### src/hw/csd_regs.vh
// register map, field positions, reset values and timing figures
// for the converter status and diagnostic register bank
// assumes a 100 MHz core clock and a 1K byte register window
`ifndef CSD_REGS_VH
`define CSD_REGS_VH

// window and data widths
`define CSD_AW               10
`define CSD_DW               16
`define CSD_NCH              8

// byte offsets inside the 1K window
`define CSD_ADDR_ACTIVE      10'h074
`define CSD_ADDR_TEST_EN     10'h07C
`define CSD_ADDR_SIG_STAT    10'h080
`define CSD_ADDR_REF_STAT    10'h084
`define CSD_ADDR_TEST_STAT   10'h088
`define CSD_ADDR_IRQ_EN      10'h098
`define CSD_ADDR_IRQ_STAT    10'h09C
`define CSD_ADDR_WDOG        10'h108
`define CSD_ADDR_SOFT_RST    10'h10C
`define CSD_ADDR_PART        10'h110
`define CSD_ADDR_SERIAL      10'h114
`define CSD_ADDR_DATE        10'h118
`define CSD_ADDR_REV_IFACE   10'h124
`define CSD_ADDR_REV_LOGIC   10'h128

// test enable fields
`define CSD_TEST_LOOPBACK    0
`define CSD_TEST_BACKGROUND  2
`define CSD_TEST_STIMULUS    3

// interrupt source bit positions, also status kind index
`define CSD_SRC_SIG          0
`define CSD_SRC_REF          1
`define CSD_SRC_TEST         2
`define CSD_NSRC             3

// soft reset control bit
`define CSD_SOFT_RST_BIT     0

// reset values
`define CSD_ZERO16           16'h0000
`define CSD_ZERO8            8'h00
`define CSD_PASS8            8'hFF
`define CSD_ZERO3            3'h0

// timing figures in their own units
`define CSD_CLK_HZ           100000000
`define CSD_CYC_PER_MS       (`CSD_CLK_HZ / 1000)
`define CSD_CYC_PER_US       (`CSD_CLK_HZ / 1000000)
`define CSD_SCAN_MS          250
`define CSD_LOSS_S           2
`define CSD_WDOG_US          100
`define CSD_BOOT_MS          400
`define CSD_TEST_S           36'd45

`endif

### src/hw/csd_status_regs.v
// host-visible status and diagnostic registers of an eight channel
// angle converter card: latched status, watchdog, soft reset, interrupts, ids
// assumes the memory window decode of the host bus hands over a 10-bit
// byte offset with one-cycle read and write strobes, all synchronous to clk_i
//
// How it works
// test status: one pass bit per active channel
// test failure latches; host read releases latch
// accuracy result published after each 45 s cycle
// reference bit 1 present, loss within 2 s; code flags loss only after 2 s low, at the next scan
// reference monitoring paused during stimulus/loopback tests
// reference failure latches; host read releases latch
// signal bit 1 valid, loss after 2 s
// signal monitoring paused during stimulus/loopback tests
// signal failure latches; host read releases latch
// changes held in background, loaded within 250 ms
// host waits 250 ms for refreshed status
// soft reset level held; release reboots 400 ms
// finished reboot clears registers like power-on
// watchdog code inverted within 100 us, then held
// host checks inverted watchdog after 100 us
// three interrupt sources individually enabled
// interrupt status latches source, clears on read
// part and serial numbers as 16-bit words
// date code as year-week decimal digits
// revision words equal actual revision
// registers live inside a 1K window
// sources: signal 1, reference 2, test 4
// host marks active channels, channel 1 bit 0
// irq asserted while enabled status bit set
`timescale 1ns/1ns
`include "csd_regs.vh"

module csd_status_regs #(
	parameter [31:0] SCAN_CYC   = `CSD_SCAN_MS * `CSD_CYC_PER_MS,
	parameter [31:0] LOSS_CYC   = `CSD_LOSS_S * `CSD_CLK_HZ,
	parameter [31:0] WDOG_CYC   = `CSD_WDOG_US * `CSD_CYC_PER_US,
	parameter [31:0] BOOT_CYC   = `CSD_BOOT_MS * `CSD_CYC_PER_MS,
	parameter [35:0] TEST_CYC   = `CSD_TEST_S * `CSD_CLK_HZ,
	parameter [15:0] PART_ID    = 16'h1234, // arbitrary value
	parameter [15:0] SERIAL_NO  = 16'h0001, // arbitrary value
	parameter [15:0] DATE_CODE  = 16'h2401, // arbitrary value, bcd year-week
	parameter [15:0] REV_IFACE  = 16'h0001, // arbitrary value
	parameter [15:0] REV_LOGIC  = 16'h0001  // arbitrary value
) (
	// clock and reset
	input  wire                   clk_i,
	input  wire                   resetn_i,
	// register window port
	input  wire [`CSD_AW-1:0]     reg_addr_i,
	input  wire                   reg_wr_i,
	input  wire                   reg_rd_i,
	input  wire [`CSD_DW-1:0]     reg_wdata_i,
	output reg  [`CSD_DW-1:0]     reg_rdata_o,
	output reg                    reg_rvalid_o,
	// raw per-channel monitors from the converter
	input  wire [`CSD_NCH-1:0]    sig_ok_i,
	input  wire [`CSD_NCH-1:0]    ref_ok_i,
	input  wire [`CSD_NCH-1:0]    test_fail_i,
	// controls to the converter and firmware
	output wire [`CSD_NCH-1:0]    active_channels_o,
	output wire                   internal_stimulus_test_o,
	output wire                   user_angle_loopback_test_o,
	output wire                   background_accuracy_test_o,
	output wire                   firmware_reset_o,
	// interrupt request to the host
	output wire                   irq_o
);

	// reset release through two flops
	reg rst_meta;
	reg rst_n;
	always @(posedge clk_i or negedge resetn_i)
	begin
		if (!resetn_i)
		begin
			rst_meta <= 1'b0;
			rst_n    <= 1'b0;
		end
		else
		begin
			rst_meta <= 1'b1;
			rst_n    <= rst_meta;
		end
	end

	// decoded strobes
	reg  [`CSD_NCH-1:0] active;
	reg  [`CSD_DW-1:0]  test_en;
	reg                 soft_clr;
	wire                wr_active = reg_wr_i && (reg_addr_i == `CSD_ADDR_ACTIVE);
	wire                wr_test   = reg_wr_i && (reg_addr_i == `CSD_ADDR_TEST_EN);
	wire                wr_irq_en = reg_wr_i && (reg_addr_i == `CSD_ADDR_IRQ_EN);
	wire                wr_wdog   = reg_wr_i && (reg_addr_i == `CSD_ADDR_WDOG);
	wire                wr_soft   = reg_wr_i && (reg_addr_i == `CSD_ADDR_SOFT_RST);
	wire                rd_irq    = reg_rd_i && (reg_addr_i == `CSD_ADDR_IRQ_STAT);
	wire [`CSD_NSRC-1:0] rd_stat;
	assign rd_stat[`CSD_SRC_SIG]  = reg_rd_i && (reg_addr_i == `CSD_ADDR_SIG_STAT);
	assign rd_stat[`CSD_SRC_REF]  = reg_rd_i && (reg_addr_i == `CSD_ADDR_REF_STAT);
	assign rd_stat[`CSD_SRC_TEST] = reg_rd_i && (reg_addr_i == `CSD_ADDR_TEST_STAT);

	// test modes that cut the channels off the outside world, and those that run the accuracy test
	wire suspend = test_en[`CSD_TEST_STIMULUS] | test_en[`CSD_TEST_LOOPBACK];
	wire acc_run = test_en[`CSD_TEST_STIMULUS] | test_en[`CSD_TEST_BACKGROUND];

	// host controls; soft_clr acts as a second, synchronous power-on
	always @(posedge clk_i or negedge rst_n)
	begin
		if (!rst_n)
		begin
			active  <= `CSD_ZERO8;
			test_en <= `CSD_ZERO16;
		end
		else if (soft_clr)
		begin
			active  <= `CSD_ZERO8;
			test_en <= `CSD_ZERO16;
		end
		else
		begin
			if (wr_active)
				active <= reg_wdata_i[`CSD_NCH-1:0];
			if (wr_test)
				test_en <= reg_wdata_i;
		end
	end

	// scan tick paces status refresh; one full channel scan per tick
	reg [31:0] scan_cnt;
	reg        scan_tick;
	always @(posedge clk_i or negedge rst_n)
	begin
		if (!rst_n)
		begin
			scan_cnt  <= 32'h00000000;
			scan_tick <= 1'b0;
		end
		else if (scan_cnt >= SCAN_CYC - 32'h00000001)
		begin
			scan_cnt  <= 32'h00000000;
			scan_tick <= 1'b1;
		end
		else
		begin
			scan_cnt  <= scan_cnt + 32'h00000001;
			scan_tick <= 1'b0;
		end
	end

	// loss filters: a monitor must stay low for the full window to count
	wire [2*`CSD_NCH-1:0] raw_ok = {ref_ok_i, sig_ok_i};
	wire [2*`CSD_NCH-1:0] filt_ok;
	genvar gi;
	generate
		for (gi = 0; gi < 2*`CSD_NCH; gi = gi + 1)
		begin : g_loss
			reg [31:0] low_cnt;
			always @(posedge clk_i or negedge rst_n)
			begin
				if (!rst_n)
					low_cnt <= 32'h00000000;
				else if (raw_ok[gi] || soft_clr)
					low_cnt <= 32'h00000000;
				else if (low_cnt < LOSS_CYC)
					low_cnt <= low_cnt + 32'h00000001;
			end
			assign filt_ok[gi] = (low_cnt < LOSS_CYC);
		end
	endgenerate

	// accuracy test cycle; result published only at cycle end
	reg [35:0]          test_cnt;
	reg [`CSD_NCH-1:0]  test_acc;
	reg [`CSD_NCH-1:0]  test_live;
	always @(posedge clk_i or negedge rst_n)
	begin
		if (!rst_n)
		begin
			test_cnt  <= 36'h000000000;
			test_acc  <= `CSD_ZERO8;
			test_live <= `CSD_PASS8;
		end
		else if (soft_clr || !acc_run)
		begin
			test_cnt  <= 36'h000000000;
			test_acc  <= `CSD_ZERO8;
			test_live <= soft_clr ? `CSD_PASS8 : test_live;
		end
		else if (test_cnt >= TEST_CYC - 36'h000000001)
		begin
			test_cnt  <= 36'h000000000;
			test_acc  <= `CSD_ZERO8;
			test_live <= ~(test_acc | test_fail_i);
		end
		else
		begin
			test_cnt  <= test_cnt + 36'h000000001;
			test_acc  <= test_acc | test_fail_i;
		end
	end

	// latched status per kind: sig, ref, test
	wire [`CSD_NCH*`CSD_NSRC-1:0] live_all = {test_live, filt_ok};
	wire [`CSD_NCH*`CSD_NSRC-1:0] stat_all;
	wire [`CSD_NSRC-1:0]          stat_event;
	genvar gk;
	generate
		for (gk = 0; gk < `CSD_NSRC; gk = gk + 1)
		begin : g_stat
			reg  [`CSD_NCH-1:0] stat;
			reg  [`CSD_NCH-1:0] fail_acc;
			reg                 latched;
			reg                 event_p;
			// monitoring of reference and signal pauses in cut-off tests
			wire                mon_en   = (gk == `CSD_SRC_TEST) ? 1'b1 : ~suspend;
			wire [`CSD_NCH-1:0] live     = live_all[gk*`CSD_NCH +: `CSD_NCH];
			wire [`CSD_NCH-1:0] fail_now = active & ~live & {`CSD_NCH{mon_en}};
			wire [`CSD_NCH-1:0] fail_all = fail_acc | fail_now;
			always @(posedge clk_i or negedge rst_n)
			begin
				if (!rst_n)
				begin
					stat     <= `CSD_ZERO8;
					fail_acc <= `CSD_ZERO8;
					latched  <= 1'b0;
					event_p  <= 1'b0;
				end
				else if (soft_clr)
				begin
					stat     <= `CSD_ZERO8;
					fail_acc <= `CSD_ZERO8;
					latched  <= 1'b0;
					event_p  <= 1'b0;
				end
				else if (scan_tick && mon_en && !latched)
				begin
					// transients since the last scan count as failures
					stat     <= active & live & ~fail_all;
					fail_acc <= `CSD_ZERO8;
					latched  <= |fail_all;
					event_p  <= |fail_all;
				end
				else
				begin
					// release on read; a failure in that cycle is kept
					fail_acc <= rd_stat[gk] ? fail_now : fail_all;
					event_p  <= 1'b0;
					if (rd_stat[gk])
						latched <= 1'b0;
				end
			end
			assign stat_all[gk*`CSD_NCH +: `CSD_NCH] = stat;
			assign stat_event[gk] = event_p;
		end
	endgenerate

	// interrupt enable and latched source status
	reg [`CSD_NSRC-1:0] irq_en;
	reg [`CSD_NSRC-1:0] irq_stat;
	always @(posedge clk_i or negedge rst_n)
	begin
		if (!rst_n)
		begin
			irq_en   <= `CSD_ZERO3;
			irq_stat <= `CSD_ZERO3;
		end
		else if (soft_clr)
		begin
			irq_en   <= `CSD_ZERO3;
			irq_stat <= `CSD_ZERO3;
		end
		else
		begin
			if (wr_irq_en)
				irq_en <= reg_wdata_i[`CSD_NSRC-1:0];
			// set wins over the clear of a same-cycle read
			irq_stat <= (rd_irq ? `CSD_ZERO3 : irq_stat) | (stat_event & irq_en);
		end
	end
	assign irq_o = |(irq_stat & irq_en);

	// watchdog: the card answers a written code with its inverse
	reg [`CSD_DW-1:0] wdog;
	reg [31:0]        wdog_cnt;
	reg               wdog_pend;
	always @(posedge clk_i or negedge rst_n)
	begin
		if (!rst_n)
		begin
			wdog      <= `CSD_ZERO16;
			wdog_cnt  <= 32'h00000000;
			wdog_pend <= 1'b0;
		end
		else if (soft_clr)
		begin
			wdog      <= `CSD_ZERO16;
			wdog_cnt  <= 32'h00000000;
			wdog_pend <= 1'b0;
		end
		else if (wr_wdog)
		begin
			wdog      <= reg_wdata_i;
			wdog_cnt  <= WDOG_CYC - 32'h00000001;
			wdog_pend <= 1'b1;
		end
		else if (wdog_pend && wdog_cnt == 32'h00000000)
		begin
			wdog      <= ~wdog;
			wdog_pend <= 1'b0;
		end
		else if (wdog_pend)
			wdog_cnt <= wdog_cnt - 32'h00000001;
	end

	// soft reset: level hold, then a timed reboot ending in a full clear
	reg        fw_hold;
	reg        booting;
	reg [31:0] boot_cnt;
	always @(posedge clk_i or negedge rst_n)
	begin
		if (!rst_n)
		begin
			fw_hold  <= 1'b0;
			booting  <= 1'b0;
			boot_cnt <= 32'h00000000;
			soft_clr <= 1'b0;
		end
		else
		begin
			soft_clr <= 1'b0;
			if (wr_soft && reg_wdata_i[`CSD_SOFT_RST_BIT])
			begin
				fw_hold  <= 1'b1;
				booting  <= 1'b0;
			end
			else if (wr_soft && fw_hold)
			begin
				fw_hold  <= 1'b0;
				booting  <= 1'b1;
				boot_cnt <= BOOT_CYC - 32'h00000001;
			end
			else if (booting && boot_cnt == 32'h00000000)
			begin
				booting  <= 1'b0;
				soft_clr <= 1'b1;
			end
			else if (booting)
				boot_cnt <= boot_cnt - 32'h00000001;
		end
	end
	assign firmware_reset_o = fw_hold | booting;

	// read mux; unmapped offsets in the window read zero
	reg [`CSD_DW-1:0] next_rdata;
	always @*
	begin
		next_rdata = `CSD_ZERO16;
		case (reg_addr_i)
			`CSD_ADDR_ACTIVE:    next_rdata = {8'h00, active};
			`CSD_ADDR_TEST_EN:   next_rdata = test_en;
			`CSD_ADDR_SIG_STAT:  next_rdata = {8'h00, stat_all[`CSD_SRC_SIG*`CSD_NCH +: `CSD_NCH]};
			`CSD_ADDR_REF_STAT:  next_rdata = {8'h00, stat_all[`CSD_SRC_REF*`CSD_NCH +: `CSD_NCH]};
			`CSD_ADDR_TEST_STAT: next_rdata = {8'h00, stat_all[`CSD_SRC_TEST*`CSD_NCH +: `CSD_NCH]};
			`CSD_ADDR_IRQ_EN:    next_rdata = {13'h0000, irq_en};
			`CSD_ADDR_IRQ_STAT:  next_rdata = {13'h0000, irq_stat};
			`CSD_ADDR_WDOG:      next_rdata = wdog;
			`CSD_ADDR_PART:      next_rdata = PART_ID;
			`CSD_ADDR_SERIAL:    next_rdata = SERIAL_NO;
			`CSD_ADDR_DATE:      next_rdata = DATE_CODE;
			`CSD_ADDR_REV_IFACE: next_rdata = REV_IFACE;
			`CSD_ADDR_REV_LOGIC: next_rdata = REV_LOGIC;
			default:             next_rdata = `CSD_ZERO16;
		endcase
	end

	// registered read answer, one cycle after the strobe
	always @(posedge clk_i or negedge rst_n)
	begin
		if (!rst_n)
		begin
			reg_rdata_o  <= `CSD_ZERO16;
			reg_rvalid_o <= 1'b0;
		end
		else
		begin
			reg_rvalid_o <= reg_rd_i;
			if (reg_rd_i)
				reg_rdata_o <= next_rdata;
		end
	end

	// controls out to the converter core
	assign active_channels_o          = active;
	assign internal_stimulus_test_o   = test_en[`CSD_TEST_STIMULUS];
	assign user_angle_loopback_test_o = test_en[`CSD_TEST_LOOPBACK];
	assign background_accuracy_test_o = test_en[`CSD_TEST_BACKGROUND];

endmodule

### config.mk
export PLATFORM = sky130hd
export DESIGN_NAME = csd_status_regs
export DESIGN_NICKNAME = d
export VERILOG_FILES = /design/src/hw/csd_status_regs.v
export VERILOG_INCLUDE_DIRS = /design/src /design/src/hw
export SDC_FILE = /design/constraint.sdc
export NUM_CORES = 2
export LEC_CHECK = 0
export ABC_AREA = 1
export BUFFER_PORTS_ARGS = -buffer_cell sky130_fd_sc_hd__buf_2
export CAP_MARGIN = 20
export CORE_MARGIN = 3
export CORE_UTILIZATION = 64
export CTS_CLUSTER_SIZE = 30
export DETAILED_ROUTE_END_ITERATION = 6
export MAX_ROUTING_LAYER = met4
export PLACE_DENSITY = 0.81
export SLEW_MARGIN = 25
export SYNTH_ARGS = -nofsm -noshare
export SYNTH_HDL_FRONTEND = slang
export SYNTH_SLANG_ARGS = --single-unit
### constraint.sdc
create_clock -name clk_i -period 27.6 [get_ports clk_i]
set_input_delay 5.52 -clock clk_i [delete_from_list [all_inputs] [get_ports clk_i]]
set_output_delay 5.52 -clock clk_i [all_outputs]
set_load 0.005 [all_outputs]
Word-level counts from Yosys, hierarchy flattened
Index checks and enable logic that the tools add are counted.
{ "op_classes": {"n_div": 0, "n_mux": 101, "eq_ne": 17, "n_shift": 0, "reduce_logical": 79, "mul": 0, "order_cmp": 18, "bitwise_logic": 31, "addsub": 20} }
{ "ops": {"columns": ["operator", "count"], "rows": [
  ["$mux W32", 40],
  ["$add A32 B1 Y32 const B", 17],
  ["$lt A32 B28 Y1 const B", 16],
  ["$mux W8", 22],
  ["$pmux W16 S11", 1],
  ["$and A8 B8 Y8", 11],
  ["$mux W16", 5],
  ["$mux W36", 2],
  ["$eq A10 B9 Y1 const B", 7],
  ["$logic_not A32 Y1", 2],
  ["$sub A32 B1 Y32 const B", 2],
  ["$not A8 Y8", 7],
  ["$eq A10 B8 Y1 const B", 5],
  ["$reduce_bool A2 Y1", 25],
  ["$add A36 B1 Y36 const B", 1],
  ["$ge A36 B33 Y1 const B", 1],
  ["$ge A32 B25 Y1 const B", 1],
  ["$or A8 B8 Y8", 4],
  ["$mux W1", 27],
  ["$reduce_or A8 Y1", 3],
  ["$eq A10 B7 Y1 const B", 2],
  ["$reduce_bool A3 Y1", 6],
  ["$logic_and A1 B1 Y1", 17],
  ["$logic_or A1 B1 Y1", 17],
  ["other kinds (12)", 25]
]} }
{ "word_totals": {"memories": 0, "latch_bits": 0, "input_bits": 54, "mem_bits_ro": 0, "output_inout_bits": 30, "wordCells": 314, "mem_bits_rw": 0, "register_bits": 784} }

Longest topological paths before layout
{ "depth": {"depth_word": 9, "mapped_depth": 14, "ltp_nobuf": 14} }

Least setup slack after synthesis
OpenSTA, ideal clock, no wires.
{ "synth_timing": {"kind": "input to register", "startpoint": "in reg_addr_i[5]", "endpoint": "reg wdog[10]", "arrival_time_ps": 6694, "setup_ps": 130, "setup_slack_ps": 20776, "t_required_ps": 27470, "path_stages": 11, "n_path_buf": 1, "cell_sequence": "nor2_2 -> nand2_2 -> nor3_4 -> inv_2 -> nor2_8 -> inv_4 -> nand2_4 -> buf_6 -> nand2_1 -> o211ai_1 -> o21ai_0"} }
{ "synth_between": {"elab_chain_cells": 4, "elab_cells_between_ends": 5, "cone_classes": "1 x eq/ne; 2 x mux; 2 x reduce/logical"} }
{ "synth_lines": {"columns": ["element", "line_no", "source"], "rows": [
  ["from (decl)", "csd_status_regs.v:50", "input wire [`CSD_AW-1:0] reg_addr_i,"],
  ["$eq A10 B9 Y1 (*)", null, null],
  ["$logic_and A1 B1 Y1 (*)", "csd_status_regs.v:94", "wire wr_wdog = reg_wr_i && (reg_addr_i == `CSD_ADDR_WDOG);"],
  ["$mux W16", "csd_status_regs.v:300", "else if (wr_wdog)"],
  ["$mux W16", "csd_status_regs.v:294", "else if (soft_clr)"],
  ["to (signal assigned)", "csd_status_regs.v:296", "wdog <= `CSD_ZERO16;"],
  ["to (signal assigned)", "csd_status_regs.v:302", "wdog <= reg_wdata_i;"],
  ["to (signal assigned)", "csd_status_regs.v:308", "wdog <= ~wdog;"],
  ["to (decl)", "csd_status_regs.v:283", "reg [`CSD_DW-1:0] wdog;"]
]} }
Mark *: on every way between the ends. The rest lies on a longest branch, timed or not.
A chain may end at the register's enable or synchronous reset.

Worst setup path in the final report
{ "layout_timing": {"startpoint": "in reg_addr_i[1]", "endpoint": "reg boot_cnt[11]"} }
{ "layout_between": {"elab_chain_cells": 5, "elab_cells_between_ends": 9, "cone_classes": "2 x eq/ne; 1 x mux; 1 x bitwise; 5 x reduce/logical"} }
{ "layout_lines": {"columns": ["element", "line_no", "source"], "rows": [
  ["$eq A10 B9 Y1 (no line) (*)", null, null],
  ["$logic_and A1 B1 Y1 (*)", "csd_status_regs.v:95", "wire wr_soft = reg_wr_i && (reg_addr_i == `CSD_ADDR_SOFT_RST);"],
  ["$logic_and A1 B1 Y1, on equally long branches", "csd_status_regs.v:336, csd_status_regs.v:331", null],
  ["$ne A2 B2 Y1 (no line), or another cell as far along", null, null],
  ["$reduce_and A3 Y1 (no line)", null, null],
  ["to (signal assigned)", "csd_status_regs.v:340", "boot_cnt <= BOOT_CYC - 32'h00000001;"],
  ["to (signal assigned)", "csd_status_regs.v:348", "boot_cnt <= boot_cnt - 32'h00000001;"],
  ["to (decl)", "csd_status_regs.v:318", "reg [31:0] boot_cnt;"]
]} }
Marked as above.

==> qor.txt <==
Final Max Slew Viols - 0
Die H - 271 microns
post-synthesis simple-gate area fraction - 34.3%
Clock Latency Late Sink - 0.64 ns
Seq/Total Area, Yosys - 43.7%
critical path endpoint category - register
VDD IR max - 0.0719 mV
final layout net count - 6405
ranking of synthesized cells by area - dfrtp_1, nand2_1, nor2_1, inv_1, nand3_1
Reg area - 0.0196 sq mm
Worst-Margin Slew - 1.05 ns
Initial DRT Pass Iterations - 6
crit path max-delay cell type - inv_2
GRT Util Overall - 32.3%
Via density - 5.70
post-synthesis compound-gate area fraction - 9.66%
FF+latch count, synth - 784
Post-synth EDFFs - 0
initial antenna violation count - 6
die area - 0.0735 sq mm
Fin Setup TNS - 0 ns
critical path, cell by cell - buf_2 -> nor2_2 -> nand3_1 -> nor2_1 -> nand4_1 -> nand2_1 -> nand3_2 -> inv_2 -> o21ai_0 -> o21ai_0
Crit Path Class - input pin to register
Layout fillers - 5799
CTS max path bufs - 3
Mapped Area - 0.0450 sq mm
H-tree levels - 3
CTS Root Cell - clkbuf_16
cell with the most instances after synthesis - nand2_1
CP max FO - 36
TritonCTS clock tree - yes
Post-Route WL - 115000 microns
Yosys cell types - 61
syn_area_per_cell - 7.18 sq um
Synthesis Warnings - 0
Leak - 0.0221 uW
RSZ-0062 raised after global routing - no
layout cells sized above 1 - 5.92%
Final period util - 27.9%
via count - 41.8k
Final Hold Viols - 0
PD cells - 54.4 mW/mm^2
Adder-Cell Fraction of Synth Area - 0.584%
worst reg2reg path startpoint - rst_n
Num CTS Buffers - 86
DRT antenna net count - 0
Post-synth top cells - nand2_1, nor2_1, dfrtp_1
Max-cap violations - 0
hold-fix buffers at CTS - 0
beginning of the critical path - reg_addr_i[1]
final clock skew - 0.0244 ns
row cnt - 96
post-layout minimum cycle time - 7.71 ns
Critical Path Source Type - input pin
XOR/XNOR Fraction of Synth Area - 3.64%
Synth top area share - 43.2%
Async SR Flop Fraction - 100%
main flop type after synthesis - dfrtp_1
post-synthesis mux area share - 0%
Setup Viol. Count Final - 0
worst hold path class - register to asynchronous set/reset pin
largest net degree at the start of global routing - 180
CTS Sinks - 784
Remaining DRCs - 0
crit path DAT - 8.26 ns
first-pass GRT wire length - 194000 microns
core region area - 0.0691 sq mm
post-detail-place hpwl - 81400 microns
Iteration-0 DRC Markers - 4048
Yosys top cell by area - dfrtp_1
gate count of the mapped netlist - 6259
CTS clk-pin slew, worst paths - 0.07 ns
status - finished, final reports clean
max_slew headroom - 30.0%
Resized Gates After CTS - 0
setup bufs post-CTS - 0
Placer Congestion - 0.966
Multi-input gate area - 0.0217 sq mm
Avg WL per Cell - 15.7 microns
die width - 271 microns
# placed instances - 7173
Finished Layout Cells - 7339
Fmax achieved - 130 MHz
largest stage delay on the critical path - 0.59 ns
initial core utilization - 65.1%
io pins - 84
vias in the first global route - 39.7k
largest family of logic cells by synthesized area - simple AND/OR/NAND/NOR gates
IO buf count - 83
global route overflow - 0
P&R area growth vs syn - 9.26%
Most Frequent Cell on Critical Path - o21ai_0
Req. time, crit path - 28.15 ns
==> metrics by stage <==
stage | total power, uW | instance area (sq um) | utilization [%] | hold slack (ns) | worst slack, ns
CTS | 2690 | 49100 | 71.1 | 0.333 | 19.97
global route | 2780 | 49100 | 71.1 | 0.346 | 19.62
global placement | 1460 | 46100 | 66.7 | 0.321 | 19.41
floorplan | 1410 | 45000 | - | 0.331 | 4.14
detailed placement | 1470 | 46100 | 66.7 | 0.322 | 19.29
finish | 2670 | 49100 | 71.1 | 0.304 | 19.89
==> where the power goes <==
part / total, uW / leakage (uW) / switching, uW / internal [uW]
Combinational: 207 / 0.00999 / 139 / 68.3
Sequential: 1250 / 0.0106 / 44.6 / 1200
Clock: 1220 / 0.00146 / 494 / 723
Total: 2670 / 0.0221 / 677 / 2000
==> cells in the final DEF (no fill, tap or decap), drive strengths merged, types with 7 or more instances in the layout <==
cell type     n
nand3       432
nand2      1543
clkinvlp      9
o31ai        72
clkbuf      113
nor3        259
nand4       209
nor2        987
conb         11
dfstp         8
o21ai       356
a21oi       253
o211ai       13
clkinv       31
nor4         51
o22ai        30
bufinv       10
a31oi        17
nor3b        19
o41ai         7
dfrtp       776
inv         778
buf         113
nand2b        8
xor2        149
ha           21
o21a         14
or2          35
and3          7
xnor2        38
==> cell families after synthesis <==
group           Yosys count
xor+xnor                187
fa+ha+maj                21
simple gates           3562
flops                   784
buf+inv                 920
other cells               2
compound gates          783
==> sequential cells by signal (all words and copies together), names as in the netlist, 3 cells and up <==
name	flops
wdog	16
g_stat.event_p	3
g_stat.live	8
g_stat.fail_acc	24
g_loss.low_cnt	512
g_stat.stat	24
test_cnt	36
wdog_cnt	32
active_channels_o	8
test_en	16
irq_en	3
irq_stat	3
scan_cnt	32
g_stat.latched	3
test_acc	8
reg_rdata_o	16
boot_cnt	32
==> worst paths after layout <==
path | to | slack [ns] | depth (start not counted)
worst max-delay path | boot_cnt[11] | 19.89 | 10
worst min-delay path | g_loss[8].low_cnt[1] | 0.30 | 0
worst max register to register | g_loss[11].low_cnt[11] | 24.50 | 3
worst min register to register | g_loss[8].low_cnt[1] | 0.30 | 0
max in group asynchronous | rst_n | 22.84 | 1
min in group clk_i | rst_n | 0.37 | 0
==> worst max-delay path, delay by kind of cell <==
family	cells	cell delay, ns
AOI/OAI and AO/OA	2	0.27
buffers and inverters	2	0.69
and+or+nand+nor	6	1.76
==> layout make-up <==
class	instances	area share, %
Sequential cell	784	40.0
Clock buffer	113	4.98
Timing Repair Buffer	113	1.35
Clock inverter	47	1.15
Inverter	781	5.98
Tap cell	931	2.37
Antenna cell	6	0.0306
Multi-Input combinational cell	4564	44.2
==> routing by layer <==
| metal | share of wire, % | global-route usage, % | up-vias | wire length, microns |
|---|---|---|---|---|
| li1 | - | - | 20540 | - |
| met1 | 45 | 44.9 | 19757 | 52000 |
| met2 | 45 | 49.5 | 1328 | 52200 |
| met3 | 7.8 | 6.36 | 180 | 8990 |
| met4 | 1.8 | 7.44 | 0 | 2130 |
| met5 | 0 | - | - | 0 |
(Power assumes the default switching activity.)
